File: src/design/ccdrd_cfg.svh
// constants for the frame readout sequencer
// assumes a 50 MHz mclk; times are in ns and converted to cycle counts
`ifndef CCDRD_CFG_SVH
`define CCDRD_CFG_SVH
`define CCDRD_CLK_NS 20
`define CCDRD_LINES 1032
`define CCDRD_HREG_LEN 1564
`define CCDRD_LEAD_DUMMY 10
`define CCDRD_TRAIL_DUMMY 2
`define CCDRD_LEAD_DARK 4
`define CCDRD_TRAIL_DARK 12
`define CCDRD_DARK_LINES 4
`define CCDRD_TV_NS 5000
`define CCDRD_THS_NS 1000
`define CCDRD_TPIX_NS 260
`define CCDRD_TRST_NS 20
`define CCDRD_TV_CYC ((`CCDRD_TV_NS + `CCDRD_CLK_NS - 1) / `CCDRD_CLK_NS)
`define CCDRD_THS_CYC ((`CCDRD_THS_NS + `CCDRD_CLK_NS - 1) / `CCDRD_CLK_NS)
`define CCDRD_HALF_CYC (((`CCDRD_TPIX_NS + `CCDRD_CLK_NS - 1) / `CCDRD_CLK_NS + 1) / 2)
`define CCDRD_RST_CYC ((`CCDRD_TRST_NS + `CCDRD_CLK_NS - 1) / `CCDRD_CLK_NS)
`endif

File: src/design/ccdrd_pkg.sv
// types for the frame readout sequencer
// assumes the cfg header is compiled alongside
`default_nettype none
package ccdrd_pkg;
  typedef enum logic [2:0] {
    ST_IDLE, ST_INTEG, ST_V1, ST_V2, ST_V3, ST_HSET, ST_HA, ST_HB
  } ccdrd_state_t;
  typedef enum logic [1:0] {
    PK_DUMMY, PK_DARK, PK_IMAGE
  } ccdrd_kind_t;
endpackage
`default_nettype wire

File: src/design/ccdrd_buf.sv
// two-entry valid/ready skid buffer
// assumes a single clock and asynchronous active-low reset
`default_nettype none
module ccdrd_buf #(
  parameter int W = 8
) (
  input wire logic mclk,
  input wire logic nrst,
  input wire logic in_valid,
  output logic in_ready,
  input wire logic [W-1:0] in_data,
  output logic out_valid,
  input wire logic out_ready,
  output logic [W-1:0] out_data
);
  logic [W-1:0] mem_reg [2];
  logic rd_reg;
  logic wr_reg;
  logic [1:0] cnt_reg;
  wire push = in_valid && in_ready;
  wire pop = out_valid && out_ready;
  assign in_ready = (cnt_reg != 2'h2);
  assign out_valid = (cnt_reg != 2'h0);
  assign out_data = mem_reg[rd_reg];
  always_ff @(posedge mclk or negedge nrst)
  begin
    if (!nrst)
    begin
      rd_reg <= 1'b0;
      wr_reg <= 1'b0;
      cnt_reg <= 2'h0;
      mem_reg[0] <= '0;
      mem_reg[1] <= '0;
    end
    else
    begin
      if (push) mem_reg[wr_reg] <= in_data;
      if (push) wr_reg <= ~wr_reg;
      if (pop) rd_reg <= ~rd_reg;
      cnt_reg <= cnt_reg + {1'b0, push} - {1'b0, pop};
    end
  end
endmodule // ccdrd_buf
`default_nettype wire

File: src/design/ccdrd_seq.sv
// full-frame sensor readout sequencer (controller side)
// assumes sensor pins driven through level shifters; video sampled by an adc
`include "ccdrd_cfg.svh"
`default_nettype none
module ccdrd_seq #(
  parameter int LINES = `CCDRD_LINES,
  parameter int HLEN = `CCDRD_HREG_LEN,
  parameter int INT_CYC = 5000
) (
  input wire logic mclk,
  input wire logic nrst,
  input wire logic start,
  output logic busy,
  output logic vertical_phase_a,
  output logic vertical_phase_b,
  output logic horizontal_phase_a,
  output logic horizontal_phase_b,
  output logic reset_gate,
  output logic shutter_open,
  output logic sample_strobe,
  input wire logic [15:0] video_data,
  output logic pix_valid,
  input wire logic pix_ready,
  output logic [15:0] pix_data,
  output logic [1:0] pix_kind,
  output logic pix_first,
  output logic pix_last,
  output logic frame_done
);
  // ----------------------------------------------------------------
  // state
  // ----------------------------------------------------------------
  ccdrd_pkg::ccdrd_state_t st_reg, st_next;
  logic [31:0] tmr_reg;
  logic [10:0] line_reg;
  logic [10:0] pix_reg;
  logic [1:0] rst_reg;
  logic smp_reg;
  logic done_reg;
  logic [19:0] cap_reg;
  logic cap_vld_reg;
  logic [1:0] pix_kind_q;
  logic first_q;
  logic last_q;
  wire buf_in_ready;
  wire tmr_zero = (tmr_reg == 32'h0);
  wire last_pix = (pix_reg == 11'(HLEN - 1));
  wire last_line = (line_reg == 11'(LINES - 1));
  // stall only at a pixel boundary, so held phases never stretch mid-pixel
  wire can_go = tmr_zero && (!cap_vld_reg || buf_in_ready);
  // ----------------------------------------------------------------
  // pixel classification
  // ----------------------------------------------------------------
  wire in_lead = pix_reg < 11'(`CCDRD_LEAD_DUMMY);
  wire in_trail = pix_reg >= 11'(HLEN - `CCDRD_TRAIL_DUMMY);
  wire col_dark = (pix_reg < 11'(`CCDRD_LEAD_DUMMY + `CCDRD_LEAD_DARK)) ||
    (pix_reg >= 11'(HLEN - `CCDRD_TRAIL_DUMMY - `CCDRD_TRAIL_DARK));
  wire row_dark = (line_reg < 11'(`CCDRD_DARK_LINES)) ||
    (line_reg >= 11'(LINES - `CCDRD_DARK_LINES));
  wire [1:0] kind_w = (in_lead || in_trail) ? 2'(ccdrd_pkg::PK_DUMMY) :
    (col_dark || row_dark) ? 2'(ccdrd_pkg::PK_DARK) : 2'(ccdrd_pkg::PK_IMAGE);
  // ----------------------------------------------------------------
  // next state
  // ----------------------------------------------------------------
  always_comb
  begin
    st_next = st_reg;
    unique case (st_reg)
      ccdrd_pkg::ST_IDLE: if (start) st_next = ccdrd_pkg::ST_INTEG;
      ccdrd_pkg::ST_INTEG: if (tmr_zero) st_next = ccdrd_pkg::ST_V1;
      ccdrd_pkg::ST_V1: if (tmr_zero) st_next = ccdrd_pkg::ST_V2;
      ccdrd_pkg::ST_V2: if (tmr_zero) st_next = ccdrd_pkg::ST_V3;
      ccdrd_pkg::ST_V3: if (tmr_zero) st_next = ccdrd_pkg::ST_HSET;
      ccdrd_pkg::ST_HSET: if (can_go) st_next = ccdrd_pkg::ST_HA;
      ccdrd_pkg::ST_HA: if (tmr_zero) st_next = ccdrd_pkg::ST_HB;
      ccdrd_pkg::ST_HB:
        if (can_go)
          st_next = !last_pix ? ccdrd_pkg::ST_HA :
            last_line ? ccdrd_pkg::ST_IDLE : ccdrd_pkg::ST_V1;
    endcase
  end
  wire enter = (st_next != st_reg);
  wire hb_fall = (st_reg == ccdrd_pkg::ST_HB) && can_go;
  always_ff @(posedge mclk or negedge nrst)
  begin
    if (!nrst)
      st_reg <= ccdrd_pkg::ST_IDLE;
    else
      st_reg <= st_next;
  end
  // ----------------------------------------------------------------
  // interval timer
  // ----------------------------------------------------------------
  logic [31:0] tmr_next;
  always_comb
  begin
    tmr_next = tmr_zero ? 32'h0 : tmr_reg - 32'h1;
    if (enter)
    begin
      unique case (st_next)
        ccdrd_pkg::ST_INTEG: tmr_next = 32'(INT_CYC - 1);
        ccdrd_pkg::ST_V1, ccdrd_pkg::ST_V2, ccdrd_pkg::ST_V3:
          tmr_next = 32'(`CCDRD_TV_CYC - 1);
        ccdrd_pkg::ST_HSET: tmr_next = 32'(`CCDRD_THS_CYC - 1);
        ccdrd_pkg::ST_HA, ccdrd_pkg::ST_HB: tmr_next = 32'(`CCDRD_HALF_CYC - 1);
        ccdrd_pkg::ST_IDLE: tmr_next = 32'h0;
      endcase
    end
  end
  always_ff @(posedge mclk or negedge nrst)
  begin
    if (!nrst)
      tmr_reg <= 32'h0;
    else
      tmr_reg <= tmr_next;
  end
  // ----------------------------------------------------------------
  // line and pixel counters
  // ----------------------------------------------------------------
  always_ff @(posedge mclk or negedge nrst)
  begin
    if (!nrst)
    begin
      line_reg <= 11'h0;
      pix_reg <= 11'h0;
    end
    else
    begin
      if (st_reg == ccdrd_pkg::ST_IDLE) line_reg <= 11'h0;
      else if (hb_fall && last_pix) line_reg <= line_reg + 11'h1;
      if (st_reg == ccdrd_pkg::ST_V1) pix_reg <= 11'h0;
      else if (hb_fall) pix_reg <= pix_reg + 11'h1;
    end
  end
  // ----------------------------------------------------------------
  // pin drive
  // ----------------------------------------------------------------
  // integration and idle leave both vertical phases low
  assign vertical_phase_a = (st_reg == ccdrd_pkg::ST_V1);
  // phase b falls leaving v2, with horizontal a held high there
  assign vertical_phase_b = (st_reg == ccdrd_pkg::ST_V2);
  assign horizontal_phase_a = (st_reg == ccdrd_pkg::ST_V1) || (st_reg == ccdrd_pkg::ST_V2) ||
    (st_reg == ccdrd_pkg::ST_V3) || (st_reg == ccdrd_pkg::ST_HSET) ||
    (st_reg == ccdrd_pkg::ST_HA);
  assign horizontal_phase_b = ~horizontal_phase_a &&
    (st_reg == ccdrd_pkg::ST_HB);
  assign shutter_open = (st_reg == ccdrd_pkg::ST_INTEG);
  assign busy = (st_reg != ccdrd_pkg::ST_IDLE);
  assign reset_gate = (rst_reg != 2'h0);
  assign sample_strobe = smp_reg;
  assign frame_done = done_reg;
  // ----------------------------------------------------------------
  // sampling, reset gate and capture
  // ----------------------------------------------------------------
  always_ff @(posedge mclk or negedge nrst)
  begin
    if (!nrst)
    begin
      smp_reg <= 1'b0;
      rst_reg <= 2'h0;
      cap_vld_reg <= 1'b0;
      cap_reg <= 20'h0;
      done_reg <= 1'b0;
    end
    else
    begin
      smp_reg <= hb_fall;
      // reset follows the sample, one cycle after the strobe
      if (smp_reg) rst_reg <= 2'(`CCDRD_RST_CYC);
      else if (rst_reg != 2'h0) rst_reg <= rst_reg - 2'h1;
      if (smp_reg)
      begin
        cap_vld_reg <= 1'b1;
        cap_reg <= {video_data, pix_kind_q, first_q, last_q};
      end
      else if (buf_in_ready) cap_vld_reg <= 1'b0;
      done_reg <= hb_fall && last_pix && last_line;
    end
  end
  always_ff @(posedge mclk or negedge nrst)
  begin
    if (!nrst)
    begin
      pix_kind_q <= 2'h0;
      first_q <= 1'b0;
      last_q <= 1'b0;
    end
    else if (hb_fall)
    begin
      pix_kind_q <= kind_w;
      first_q <= (pix_reg == 11'h0);
      last_q <= last_pix;
    end
  end
  // ----------------------------------------------------------------
  // output buffer
  // ----------------------------------------------------------------
  wire [19:0] buf_out;
  ccdrd_buf #(.W(20)) u_buf (
    .mclk(mclk),
    .nrst(nrst),
    .in_valid(cap_vld_reg),
    .in_ready(buf_in_ready),
    .in_data(cap_reg),
    .out_valid(pix_valid),
    .out_ready(pix_ready),
    .out_data(buf_out)
  );
  assign pix_data = buf_out[19:4];
  assign pix_kind = buf_out[3:2];
  assign pix_first = buf_out[1];
  assign pix_last = buf_out[0];
endmodule // ccdrd_seq
`default_nettype wire

File: config.mk
export PLATFORM = sky130hd
export DESIGN_NAME = ccdrd_seq
export DESIGN_NICKNAME = d
export VERILOG_FILES = /design/src/design/ccdrd_pkg.sv /design/src/design/ccdrd_buf.sv /design/src/design/ccdrd_seq.sv
export VERILOG_INCLUDE_DIRS = /design/src /design/src/design
export SDC_FILE = /design/constraint.sdc
export NUM_CORES = 1
export LEC_CHECK = 0
export BUFFER_PORTS_ARGS = -buffer_cell sky130_fd_sc_hd__buf_2
export CAP_MARGIN = 5
export CORE_MARGIN = 2
export CORE_UTILIZATION = 58
export CTS_BUF_LIST = sky130_fd_sc_hd__clkbuf_4
export DETAILED_ROUTE_END_ITERATION = 16
export GPL_TIMING_DRIVEN = 0
export PLACE_DENSITY = 0.81
export SLEW_MARGIN = 15
export SYNTH_ARGS = -nofsm -noshare
export SYNTH_HDL_FRONTEND = slang
export SYNTH_SLANG_ARGS = --single-unit
File: constraint.sdc
create_clock -name mclk -period 3.73 [get_ports mclk]
set_clock_uncertainty 0.2 [all_clocks]
set_input_delay 0.1865 -clock mclk [delete_from_list [all_inputs] [get_ports mclk]]
set_output_delay 0.1865 -clock mclk [all_outputs]
set_load 0.05 [all_outputs]
Yosys cells after proc, flatten, opt, wreduce, memory -nomap -nowiden --
Memories as Yosys holds them, arrays and structs flattened. Index checks and enable logic that the tools add are counted.
Storage, ports and cells: output and inout bits 30, memories kept 1, word-level logic and storage cells 106, input bits 20, flip-flop bits (word level) 130, ROM bits 88
Operators by class: add/subtract/negate cells 6, magnitude comparators 9, muxes and demuxes 29, equality and inequality tests 11, bitwise operators 5, reduce and logical (&&, ||, !) cells 28
Memories:
- (no name shown) | words 8, bits a word 11, read ports 1, clocked after memory_dff 0, wr ports 0, RTL line ccdrd_seq.sv:100 | unique case (st_next)
Operators by type and width (count):
- $mux 20 | 4
- $mux 32 | 2
- $mux 11 | 4
- $bwmux 40 | 1
- $ge 11x11->1 const B | 3
- $logic_not 32->1 | 1
- $sub 32x1->32 const B | 1
- $mux 3 | 9
- $pmux 3 s8 | 1
- $add 11x1->11 const B | 2
- $eq 11x11->1 const B | 2
- $lt 11x4->1 const B | 2
- $demux 20 s1 | 1
- $eq 3x3->1 const B | 4
- $reduce_bool 2->1 | 6
- $logic_not 11->1 | 1
- $lt 11x3->1 const B | 1
- $mux 2 | 5
- $logic_or 1x1->1 | 9
- $logic_and 1x1->1 | 8
- $eq 3x2->1 const B | 2
- $ge 2x2->1 const B | 2
- $not 1->2 | 2
- $eq 3x1->1 const B | 1
- other kinds (11) | 14

Depth between registers and ports, before layout --
Gate-level depths: netlist (run 1).
depth in word-level cells 7, gate-level depth with buffers 11, mapped depth without buffers 9

Modules after synthesis --
From an unflattened synthesis (run 1), not the netlist that was laid out.
Unflattened totals: cells, all modules 549, area, all modules 6402.4 µm²
Modules (own cells, without submodules):
- ccdrd_seq | area each 4267.8 µm², sequential area each 2152.1 µm², times used 1, cells an instance 426
- ccdrd_buf | area each 2134.5 µm², sequential area each 1101.1 µm², times used 1, cells an instance 123

Worst setup path before layout (run 1) --
No wires, ideal clock.
path kind reg-to-reg, start point register tmr_reg[0], end point register pix_reg[7], buffers on the path 2, data arrival time 2.477 ns, setup time 0.088 ns, period minus slack after synthesis 2.765 ns, path slack 0.965 ns, stages on the path, launching flop included 12, data required time 3.442 ns, cell sequence dfrtp_1 -> inv_1 -> ha_1 -> or3b_2 -> nor4_4 -> and4_1 -> buf_6 -> and2_4 -> buf_8 -> nand3_4 -> or3_1 -> a21oi_1
On the way: cells in the longest elaborated chain, start to end 4
Ends and longest elaborated chain:
- from (decl) | RTL line ccdrd_seq.sv:34 | logic [31:0] tmr_reg;
- from (signal assigned) | RTL line ccdrd_seq.sv:115 | tmr_reg <= tmr_next;
- $logic_not 32->1 | RTL line ccdrd_seq.sv:46 | wire tmr_zero = (tmr_reg == 32'h0);
- $logic_and 1x1->1 | RTL line ccdrd_seq.sv:50 | wire can_go = tmr_zero && (!cap_vld_reg || buf_in_ready);
- $logic_and 1x1->1 | RTL line ccdrd_seq.sv:83 | wire hb_fall = (st_reg == ccdrd_pkg::ST_HB) && can_go;
- $reduce_bool 2->1 (no line)
- to (signal assigned) | RTL line ccdrd_seq.sv:132 | else if (hb_fall) pix_reg <= pix_reg + 11'h1;
- to (decl) | RTL line ccdrd_seq.sv:36 | logic [10:0] pix_reg;
No other way between the ends. A chain may end at the register's enable or synchronous reset.

Worst setup path after layout (run 1) --
start point register tmr_reg[0], end point register tmr_reg[5]
On the way: cells in the longest elaborated chain, start to end 6, elaborated cells between the ends (all ways) 15, classes of those cells add/sub (1); eq/ne (1); mux (10); reduce/logical (2); memory (1)
Ends and longest elaborated chain:
- $logic_not 32->1 * | RTL line ccdrd_seq.sv:46
- $logic_and 1x1->1 | RTL line ccdrd_seq.sv:50
- $mux 3, on equally long branches | RTL line ccdrd_seq.sv:77, ccdrd_seq.sv:74
- $pmux 3 s8 * | RTL line ccdrd_seq.sv:68 | unique case (st_reg)
- net st_next[2] | RTL line ccdrd_seq.sv:33 | ccdrd_pkg::ccdrd_state_t st_reg, st_next;
- $mem_v2 8x11 or $ne 3x3->1 (tied branches)
- $mux 32 * | RTL line ccdrd_seq.sv:98 | if (enter)
- net tmr_next[5] | RTL line ccdrd_seq.sv:94 | logic [31:0] tmr_next;
Mark *: on every way through the listed nets, which the timed path passes. The rest lies on a longest branch.

==> impl_metrics.toml, run 1 <==
[logic_synthesis]
synth_top_area_cell = "dfrtp_1"
syn_nets = 563
yosysTopAreaCellShare = 0.5348
syn_avg_cell_area_um2 = 11.35
yosysWarnings = 0
synthArstFlopShare = 1.000
synth_cell_types = 52
synth_cells = 536
synth.cell_area_mm2 = 0.006083
ys_seq_area_frac = 0.5348
ys_top_cells_by_area = "dfrtp_1 (53%), mux2_2 (15%), xnor2_1 (4.2%)"
synth.ff_latch_count = 130
synth_ff_type = "dfrtp_1"
synth_edf_count = 0

[place]
pre_cts_slack_ps = 601.1
port_buffers = 49
globalplace.congestion = 0.8504
dp_hpwl_um = 8063

[floorplanning]
die_h_um = 106.4
die_x_um = 106.4
start_util = 0.5946
io_pins = 50
rows = 37
core-area_mm2 = 0.01023
die_area_mm2 = 0.01132

[sta]
finalSetupViolations = 0
rsz0062_at_grt = "false"
worst_slew_pin_slew_ps = 696.7
drv_slew = 0
fin_crit_sh = 0.8434
final_hold_viol_count = 0
whs_ps = 217.6
fin_crit_ps = 3146
slew_headroom = 0.5313
setup_tns_ps = 0
max_freq_mhz = 317.9
timing.final.ws_setup_ps = 584.2

[detailed_routing]
routed_wl_um = 12080
drt_first_pass_iters = 4
final_antenna_net_count = 0
num_vias = 4308
via_per_inst = 5.559
wire_per_inst_um = 15.58
drc_errors = 0
drt_iter0_drc = 183

[power_and_ir_drop]
p_leak_nw = 3.491
power_per_cell_area_mw_per_mm2 = 404.2
total_power_mw = 2.842
peakVddDrop_uv = 292.2

[global_routing]
grt_max_degree = 91
grt_overflow = 0
grt_pass1_vias = 4217
gr-usage-met3 = 0.06376
grtUsageMet1 = 0.2913
grt_use_met2 = 0.3782
grt_use_total = 0.2253
grt_pass1_wl_um = 20010
antenna_found_initial = 0
grt.busiest_layer = "met2"

[clock_tree]
cts_tree = "yes"
path_clk_slew_ps = 120
cts_buffer_depth = 2
root_buffer = "clkbuf_4"
cts_sinks = 130
insertion_delay_ps = 540
cts_setup_buffers = 0
htreeDepth = 4
cts_made_buffers = 17

[critical_path]
required_ps = 3930
cp.arrival_ps = 3350
end_kind = "flop"
critPathKind = "reg -> reg"
cp_max_fo = 10
worstRegToRegCells = 10
worst_setup_path_start_kind = "flop"

[hold_path]
hold_depth = 3
worstHoldPathType = "in -> reg"

[layout]
drive_gt1_frac = 0.2754
largest_register_ffs = 40
area_growth_pct = 15.61
fin_nets = 653
antenna_cells = 0
final_util = 0.6874
fillers = 756

[run]
drv_cap = 0

[outcome]
outcome = "finished, final reports clean"
[power breakdown]
group | internal (mW) | leakage, nW | switching (mW)
clock network | 0.410 | 0.140 | 0.521
registers | 1.48 | 1.77 | 0.0700
logic | 0.161 | 1.58 | 0.200
total | 2.05 | 3.49 | 0.791
[path summary, 6_finish.rpt]
| kind | slack (ps) | end | start |
|---|---|---|---|
| worst max-delay path | 580 | tmr_reg[5]$_DFF_PN0_ | tmr_reg[0]$_DFF_PN0_ |
| worst min-delay path | 220 | cap_reg[14]$_DFFE_PN0P_ | video_data[10] |
| min in group asynchronous | 500 | cap_reg[4]$_DFFE_PN0P_ | nrst |
| max in group asynchronous | 2380 | tmr_reg[19]$_DFF_PN0_ | nrst |
| worst min register to register | 280 | last_q$_DFFE_PN0P_ | last_q$_DFFE_PN0P_ |
| worst max register to register | 580 | tmr_reg[5]$_DFF_PN0_ | tmr_reg[0]$_DFF_PN0_ |
[per-layer routing]
| metal | vias to the layer above | routed length [µm] |
|---|---|---|
| li1 | 2057 | - |
| met1 | 2155 | 5391 |
| met2 | 80 | 6047 |
| met3 | 16 | 498 |
| met4 | 0 | 140 |
| met5 | - | 0 |
[cell type report]
type	instances	area, µm²	area share
plain buffers	21	98.84	0.01405
clock buffers	19	142.6	0.02028
clock inverters	13	137.6	0.01957
inverters	15	56.30	0.008006
multi-input cells	370	2675	0.3804
flip-flops and latches	130	3253	0.4626
well taps	136	170.2	0.02419
repair buffers	71	499.2	0.07098
[worst max-delay path: stages, from the launching register on]
cell and delay [ps]:
dfrtp_1 430, inv_1 80, ha_1 180, or3b_2 550, nor4_4 300, and4_1 270, buf_6 150, nand3_2 180
o21a_2 220, xnor2_1 310, o22ai_1 150
[Yosys cell counts, types with 2 or more instances]
library cell,instances
nand2b_1,2
o21ai_0,15
dfrtp_1,130
xnor2_1,29
nand4_1,12
and3_1,7
nor4_1,8
a31oi_1,2
nand3b_1,2
and2_1,5
or3_1,4
mux2_2,80
or4_1,5
ha_1,7
or4_4,2
nand3_1,10
clkbuf_1,16
and4_1,2
buf_1,2
xor2_1,22
a21oi_1,10
nand4b_1,2
nand2_1,36
o32ai_1,2
o31ai_1,2
nor2_1,65
nor3_1,16
inv_1,15
o22ai_1,3
[logic make-up (layout without fill, tap and decap cells)]
family	count (synthesis)	count (layout)	synth area share
compound gates	44	44	0.04566
xor+xnor	51	51	0.07343
fa+ha+maj	7	7	0.01440
buf+inv	36	139	0.02550
flops	130	130	0.5348
mux	80	80	0.1481
simple gates	188	188	0.1582
[cell usage in the layout, fill, tap and decap left out, drive strengths merged, types with 9 or more instances in the layout]
| master | n |
|---|---|
| buf | 56 |
| xor2 | 22 |
| xnor2 | 29 |
| clkbuf | 35 |
| a21oi | 11 |
| inv | 16 |
| nor2 | 65 |
| mux2 | 80 |
| o21ai | 15 |
| nand3 | 12 |
| dlygate4sd3 | 20 |
| nand2 | 36 |
| nor3 | 16 |
| dfrtp | 130 |
| nor4 | 9 |
| nand4 | 12 |
[per-stage QoR]
stage	instance area (µm²)	instances
final	7033	775
after global placement	6499	721
after detailed placement	6533	722
after CTS	7033	775
after global routing	7033	775
after floorplan	6083	536
[repair_timing]
| item | 4_1_cts | 5_1_grt |
|---|---|---|
| hold buffers | 21 | 0 |
| endpoints found under the setup margin | 0 | 0 |
| gates resized for setup | 0 | 0 |
| endpoints found under the hold margin | 157 | 0 |
(Power assumes the default switching activity.)
==> inputs of run 2 (changes only) <==
clock period = 2.9 ns   (was 3.73 ns; I/O delays follow)
==> run 2 against run 1 <==
Maximum frequency increased by 10%. Clock power is 29% higher. Sequential power rose by 29%. Worst setup slack worse by 540 ps. Wire length rose by 3.1%. Global-route usage grew 0.50 points. Critical path depth is 1 lower. Via count increased by 1.7%. Register-to-register slack got worse by 540 ps. Final cell count grew 1.8%. Flip-flop and latch count is the same. Clock-buffer cell count did not move. Critical endpoint is now tmr_reg[0]$_DFF_PN0_.
==> impl_metrics.toml, run 2 (same netlist as run 1, synthesis figures left out) <==
[outcome]
outcome = "finished, final reports clean"

[power_and_ir_drop]
pwr-share-clk = 0.323
power_switching_mw = 1.044
p_leak_nw = 3.600
seq_power_share = 0.537
power_frac_comb = 0.140
p_int_mw = 2.672
switching_share = 0.2809
peakVddDrop_uv = 390.6
power_per_cell_area_mw_per_mm2 = 511.6

[critical_path]
cp_cell_sequence = "or4_4 > nor4_4 > buf_4 > nand4_1 > nor2_2 > buf_4 > o21a_4 > nor3_2 > o32ai_1"
max_stage_delay_ps = 590
worst_setup_path_start_kind = "flop"
critPathKind = "reg -> reg"
critPathTopFamily = "simple AND/OR/NAND/NOR gates"
cp.arrival_ps = 3090
end_kind = "flop"
required_ps = 3130
cp_max_fo = 5
path_common_cell = "buf_4"
slowest_stage = "or4_4"
path_buf_inv = 2

[layout]
final-seq-area_mm2 = 0.003253
area_growth_pct = 19.37
layout_common_cells = "dfrtp_1 (130), mux2_2 (80), nor2_1 (64), buf_2 (49), nand2_1 (36)"
largest_register_ffs = 40
multiInputGateArea_mm2 = 0.002796
fillers = 733
final_util = 0.7098
stdcell_area_mm2 = 0.007262
final_common_cell = "dfrtp_1"
drive_gt1_frac = 0.3216
fin_nets = 667
finalNonFillerCells = 789
antenna_cells = 0

[clock_tree]
insertion_delay_ps = 540
cts_made_buffers = 17
root_buffer = "clkbuf_4"
cts_buffer_depth = 2
cts_sinks = 130
path_clk_slew_ps = 120
htreeDepth = 4
cts_tree = "yes"

[sta]
worst_slew_pin_slew_ps = 649.7
slew_headroom = 0.5669
final_hold_viol_count = 0
timing.final.ws_setup_ps = 41.33
finalSetupViolations = 0
max_freq_mhz = 349.8
fin_crit_ps = 2859
fin_crit_sh = 0.9857
drv_slew = 0
rsz0062_at_grt = "true"
whs_ps = 174.8

[floorplanning]
core-area_mm2 = 0.01023
die_h_um = 106.4
io_pins = 50
rows = 37
die_area_mm2 = 0.01132
die_x_um = 106.4
start_util = 0.5946

[place]
dp_hpwl_um = 8063
port_buffers = 49
pre_cts_slack_ps = -228.9
placed_cells = 722
globalplace.congestion = 0.8504
placed_area_mm2 = 0.006533

[detailed_routing]
drt_iter0_drc = 204
num_vias = 4380
wire_per_inst_um = 15.78
via_per_inst = 5.551
drc_errors = 0
final_antenna_net_count = 0
drt_first_pass_iters = 5
routed_wl_um = 12450

[global_routing]
grt_max_degree = 91
antenna_found_initial = 0
grt_pass1_vias = 4308
grt_overflow = 0
grt_pass1_wl_um = 20420
grt_use_total = 0.2304

[hold_path]
worstHoldPathType = "in -> reg"

[run]
drv_cap = 0
-- run 2: changes by cell type in the layout (fill, tap and decap cells not counted), sizes merged --
cell	before	now
clkbuf	35	34
buf	56	71
-- run 2: per-layer routing --
layer | share of wire | wire length [µm] | up-vias | track usage
met4 | 0.011 | 139 | 0 | 0.05380
met2 | 0.51 | 6369 | 91 | 0.3938
li1 | - | - | 2087 | -
met1 | 0.44 | 5446 | 2188 | 0.2934
met5 | 0 | 0 | - | 0
met3 | 0.040 | 496 | 14 | 0.06376
-- run 2: cell type report --
class	instances	share of cell area
inverter	15	0.007753
clock inverter	13	0.01895
buffer	19	0.01137
timing repair buffer	87	0.08580
sequential	130	0.4480
clock buffer	19	0.01964
tap	136	0.02343
multi-input combinational	370	0.3851
-- run 2: final timing paths --
check	start	endpoint	slack [ps]	cells after the start
max in group asynchronous	nrst	tmr_reg[19]$_DFF_PN0_	1610	4
min	video_data[10]	cap_reg[14]$_DFFE_PN0P_	170	3
min reg2reg	last_q$_DFFE_PN0P_	last_q$_DFFE_PN0P_	280	2
max	tmr_reg[7]$_DFF_PN0_	tmr_reg[0]$_DFF_PN0_	40	9
min in group asynchronous	nrst	cap_reg[4]$_DFFE_PN0P_	460	4
max reg2reg	tmr_reg[7]$_DFF_PN0_	tmr_reg[0]$_DFF_PN0_	40	9
-- run 2: metrics by stage --
stage | setup TNS (ps) | power, mW
2_1_floorplan | 0 | 2.315
3_3_place_gp | -13330 | 2.431
3_5_place_dp | -3713 | 2.467
4_1_cts | 0 | 3.704
5_1_grt | -507.4 | 3.886
6_report | 0 | 3.716
-- run 2: timing repair --
| action | in CTS | in global routing |
|---|---|---|
| resized for setup | 8 | 22 |
| pin swaps | 1 | 9 |
| endpoints found under the hold margin | 158 | 0 |
| endpoints found under the setup margin | 24 | 30 |
| hold buffers | 21 | 0 |
| setup buffers | 9 | 7 |
-- run 2: power groups by stage --
stage	logic (mW)	clock network (mW)	registers, mW
after floorplan	0.307	0	2.01
after global placement	0.411	0	2.02
after detailed placement	0.440	0	2.03
after CTS	0.487	1.23	1.99
after global routing	0.569	1.31	2.00
final	0.519	1.20	2.00
-- run 2: worst min-delay path: stages --
cell and delay (ps):
dlygate4sd3_1 520, buf_2 90, mux2_2 130
==> inputs of run 3 (changes only) <==
CORE_ASPECT_RATIO = 1.25   (was unset)
SLEW_MARGIN = 25   (was 15)
==> run 3 against run 2 <==
Worst hold slack worse by 19 ps. Worst setup slack worse by 49 ps. Flip-flop and latch count unchanged. Largest power group unchanged. Non-clock buffer count down 1. Clock power about the same. Critical path type unchanged. Design area down 0.55%. Via count up 0.98%. Utilization up 0.12 points. The run now ends with setup timing left.
==> impl_metrics.toml, run 3 (same netlist as run 1, synthesis figures left out) <==
[critical_path]
regToRegSetupSlack_ps = -7
slowest_stage = "dfrtp_1"
max_stage_delay_ps = 430
timing.rr.end = "tmr_reg[0]$_DFF_PN0_"
timing.rr.start = "tmr_reg[0]$_DFF_PN0_"
cp_cell_sequence = "inv_1 > ha_2 > or3b_4 > nor4_4 > nand4_1 > buf_4 > a311oi_1 > nor2_1 > o32ai_2"
endpoint = "tmr_reg[0]$_DFF_PN0_"
end_kind = "flop"
critPathKind = "reg -> reg"
cp.arrival_ps = 3170
cp_max_fo = 3
required_ps = 3160
worstRegToRegCells = 9
crit_path_start = "tmr_reg[0]$_DFF_PN0_"
worst_setup_path_start_kind = "flop"

[global_routing]
grt_max_degree = 69
grt_overflow = 0
grt_use_total = 0.2357
grt_pass1_vias = 4524
antenna_found_initial = 0
grt_pass1_wl_um = 20810

[power_and_ir_drop]
pwr-share-clk = 0.326
seq_power_share = 0.544
power_frac_comb = 0.130
power_switching_mw = 1.024
p_leak_nw = 3.603
total_power_mw = 3.666
switching_share = 0.2792
peakVddDrop_uv = 378.2
power_per_cell_area_mw_per_mm2 = 507.6
p_int_mw = 2.642

[place]
globalplace.congestion = 0.8790
port_buffers = 49
dp_hpwl_um = 8330

[layout]
antenna_cells = 0
fillers = 692
largest_register_ffs = 40
layout_common_cells = "dfrtp_1 (129), mux2_2 (80), nor2_1 (64), buf_2 (49), nand2_1 (36)"
final_common_cell = "dfrtp_1"
area_growth_pct = 18.72
drive_gt1_frac = 0.3175
fin_nets = 666

[floorplanning]
core-area_mm2 = 0.01016
rows = 41
io_pins = 50
die_x_um = 95.60
start_util = 0.5989
die_h_um = 118.5
die_area_mm2 = 0.01133

[detailed_routing]
drt_iter0_drc = 365
routed_wl_um = 12780
drt_first_pass_iters = 4
final_antenna_net_count = 0
drc_errors = 0
via_per_inst = 5.663
wire_per_inst_um = 16.36
num_vias = 4423

[clock_tree]
path_clk_slew_ps = 120
htreeDepth = 4
cts_buffer_depth = 2
root_buffer = "clkbuf_4"
cts_made_buffers = 17
insertion_delay_ps = 550
cts_tree = "yes"
cts_sinks = 130

[sta]
slew_headroom = 0.5523
max_freq_mhz = 344.0
timing.final.ws_setup_ps = -7.179
worst_slew_pin_slew_ps = 671.5
final_hold_viol_count = 0
fin_crit_sh = 1.002
whs_ps = 156.2
rsz0062_at_grt = "true"
finalSetupViolations = 1
fin_crit_ps = 2907
drv_slew = 0

[outcome]
violations = "setup timing"
outcome = "finished, violations left"

[run]
drv_cap = 0

[hold_path]
worstHoldPathType = "in -> reg"
-- run 3: changes by cell type in the layout (fill, tap and decap cells not counted), moves of 2 or more --
cell      change
buf_6         -2
clkinv_2      +2
inv_1         +2
inv_2         -2
o21ai_0       +3
o21ai_1       -3
o22ai_1       +2
o22ai_2       -2
-- run 3: per-layer routing --
layer / vias to the layer above / share of wire / global-route usage
met2: 108 / 0.54 / 0.4161
met3: 20 / 0.042 / 0.05672
met1: 2211 / 0.41 / 0.2784
li1: 2084 / - / -
met5: - / 0 / 0
met4: 0 / 0.015 / 0.07232
-- run 3: per-stage QoR --
stage,std cells,area (µm²),TNS [ps],setup slack (ps),utilization
final,781,7222,-7.179,-7.179,0.7110
after global routing,781,7222,-1389,-160.6,0.7110
after CTS,773,7098,0,10.10,0.6988
after detailed placement,715,6528,-3565,-221.2,0.6426
after global placement,714,6490,-11670,-185.9,0.6390
after floorplan,536,6083,0,134.5,-
-- run 3: final cells by class --
class | instances | area [µm²] | area share
Sequential cell | 130 | 3254 | 0.4506
Multi-Input combinational cell | 370 | 2768 | 0.3832
Timing Repair Buffer | 86 | 623.1 | 0.08628
Tap cell | 129 | 161.4 | 0.02235
Clock inverter | 14 | 140.1 | 0.01940
Clock buffer | 18 | 135.1 | 0.01871
Buffer | 19 | 83.83 | 0.01161
Inverter | 15 | 56.30 | 0.007796
-- run 3: what timing repair did --
item                                    in CTS  in global routing
pin swaps                                    1                  5
hold buffers                                21                  0
setup buffers                                5                 10
hold endpoints to repair                   158                  0
endpoints found under the setup margin      31                 28
resized for setup                            6                 17
-- run 3: worst min path at each step --
stage                               from                      endpoint  depth (start not counted)  slack [ps]
after floorplan                     nrst        cap_reg[0]$_DFFE_PN0P_                          0        -350
after global placement    video_data[11]       cap_reg[15]$_DFFE_PN0P_                          2         180
after detailed placement            nrst  u_buf.mem_reg[7]$_DFFE_PN0P_                          1         -80
after CTS                 video_data[11]       cap_reg[15]$_DFFE_PN0P_                          3         140
after global routing      video_data[14]       cap_reg[18]$_DFFE_PN0P_                          3         150
final                      video_data[3]        cap_reg[7]$_DFFE_PN0P_                          3         160
-- run 3: critical path: cells and delay by family (launching register included) --
kind,cells,cell delay (ps)
flops,1,430
buf+inv,2,280
fa+ha+maj,1,180
simple gates,4,1110
compound gates,2,600
-- run 3: power by group through the flow --
| stage | Sequential, mW | Clock [mW] | Combinational [mW] |
|---|---|---|---|
| 6_report | 2.00 | 1.19 | 0.477 |
| 5_1_grt | 2.01 | 1.30 | 0.532 |
| 4_1_cts | 1.99 | 1.21 | 0.476 |
| 3_5_place_dp | 2.03 | 0 | 0.433 |
| 3_3_place_gp | 2.02 | 0 | 0.411 |
| 2_1_floorplan | 2.01 | 0 | 0.307 |
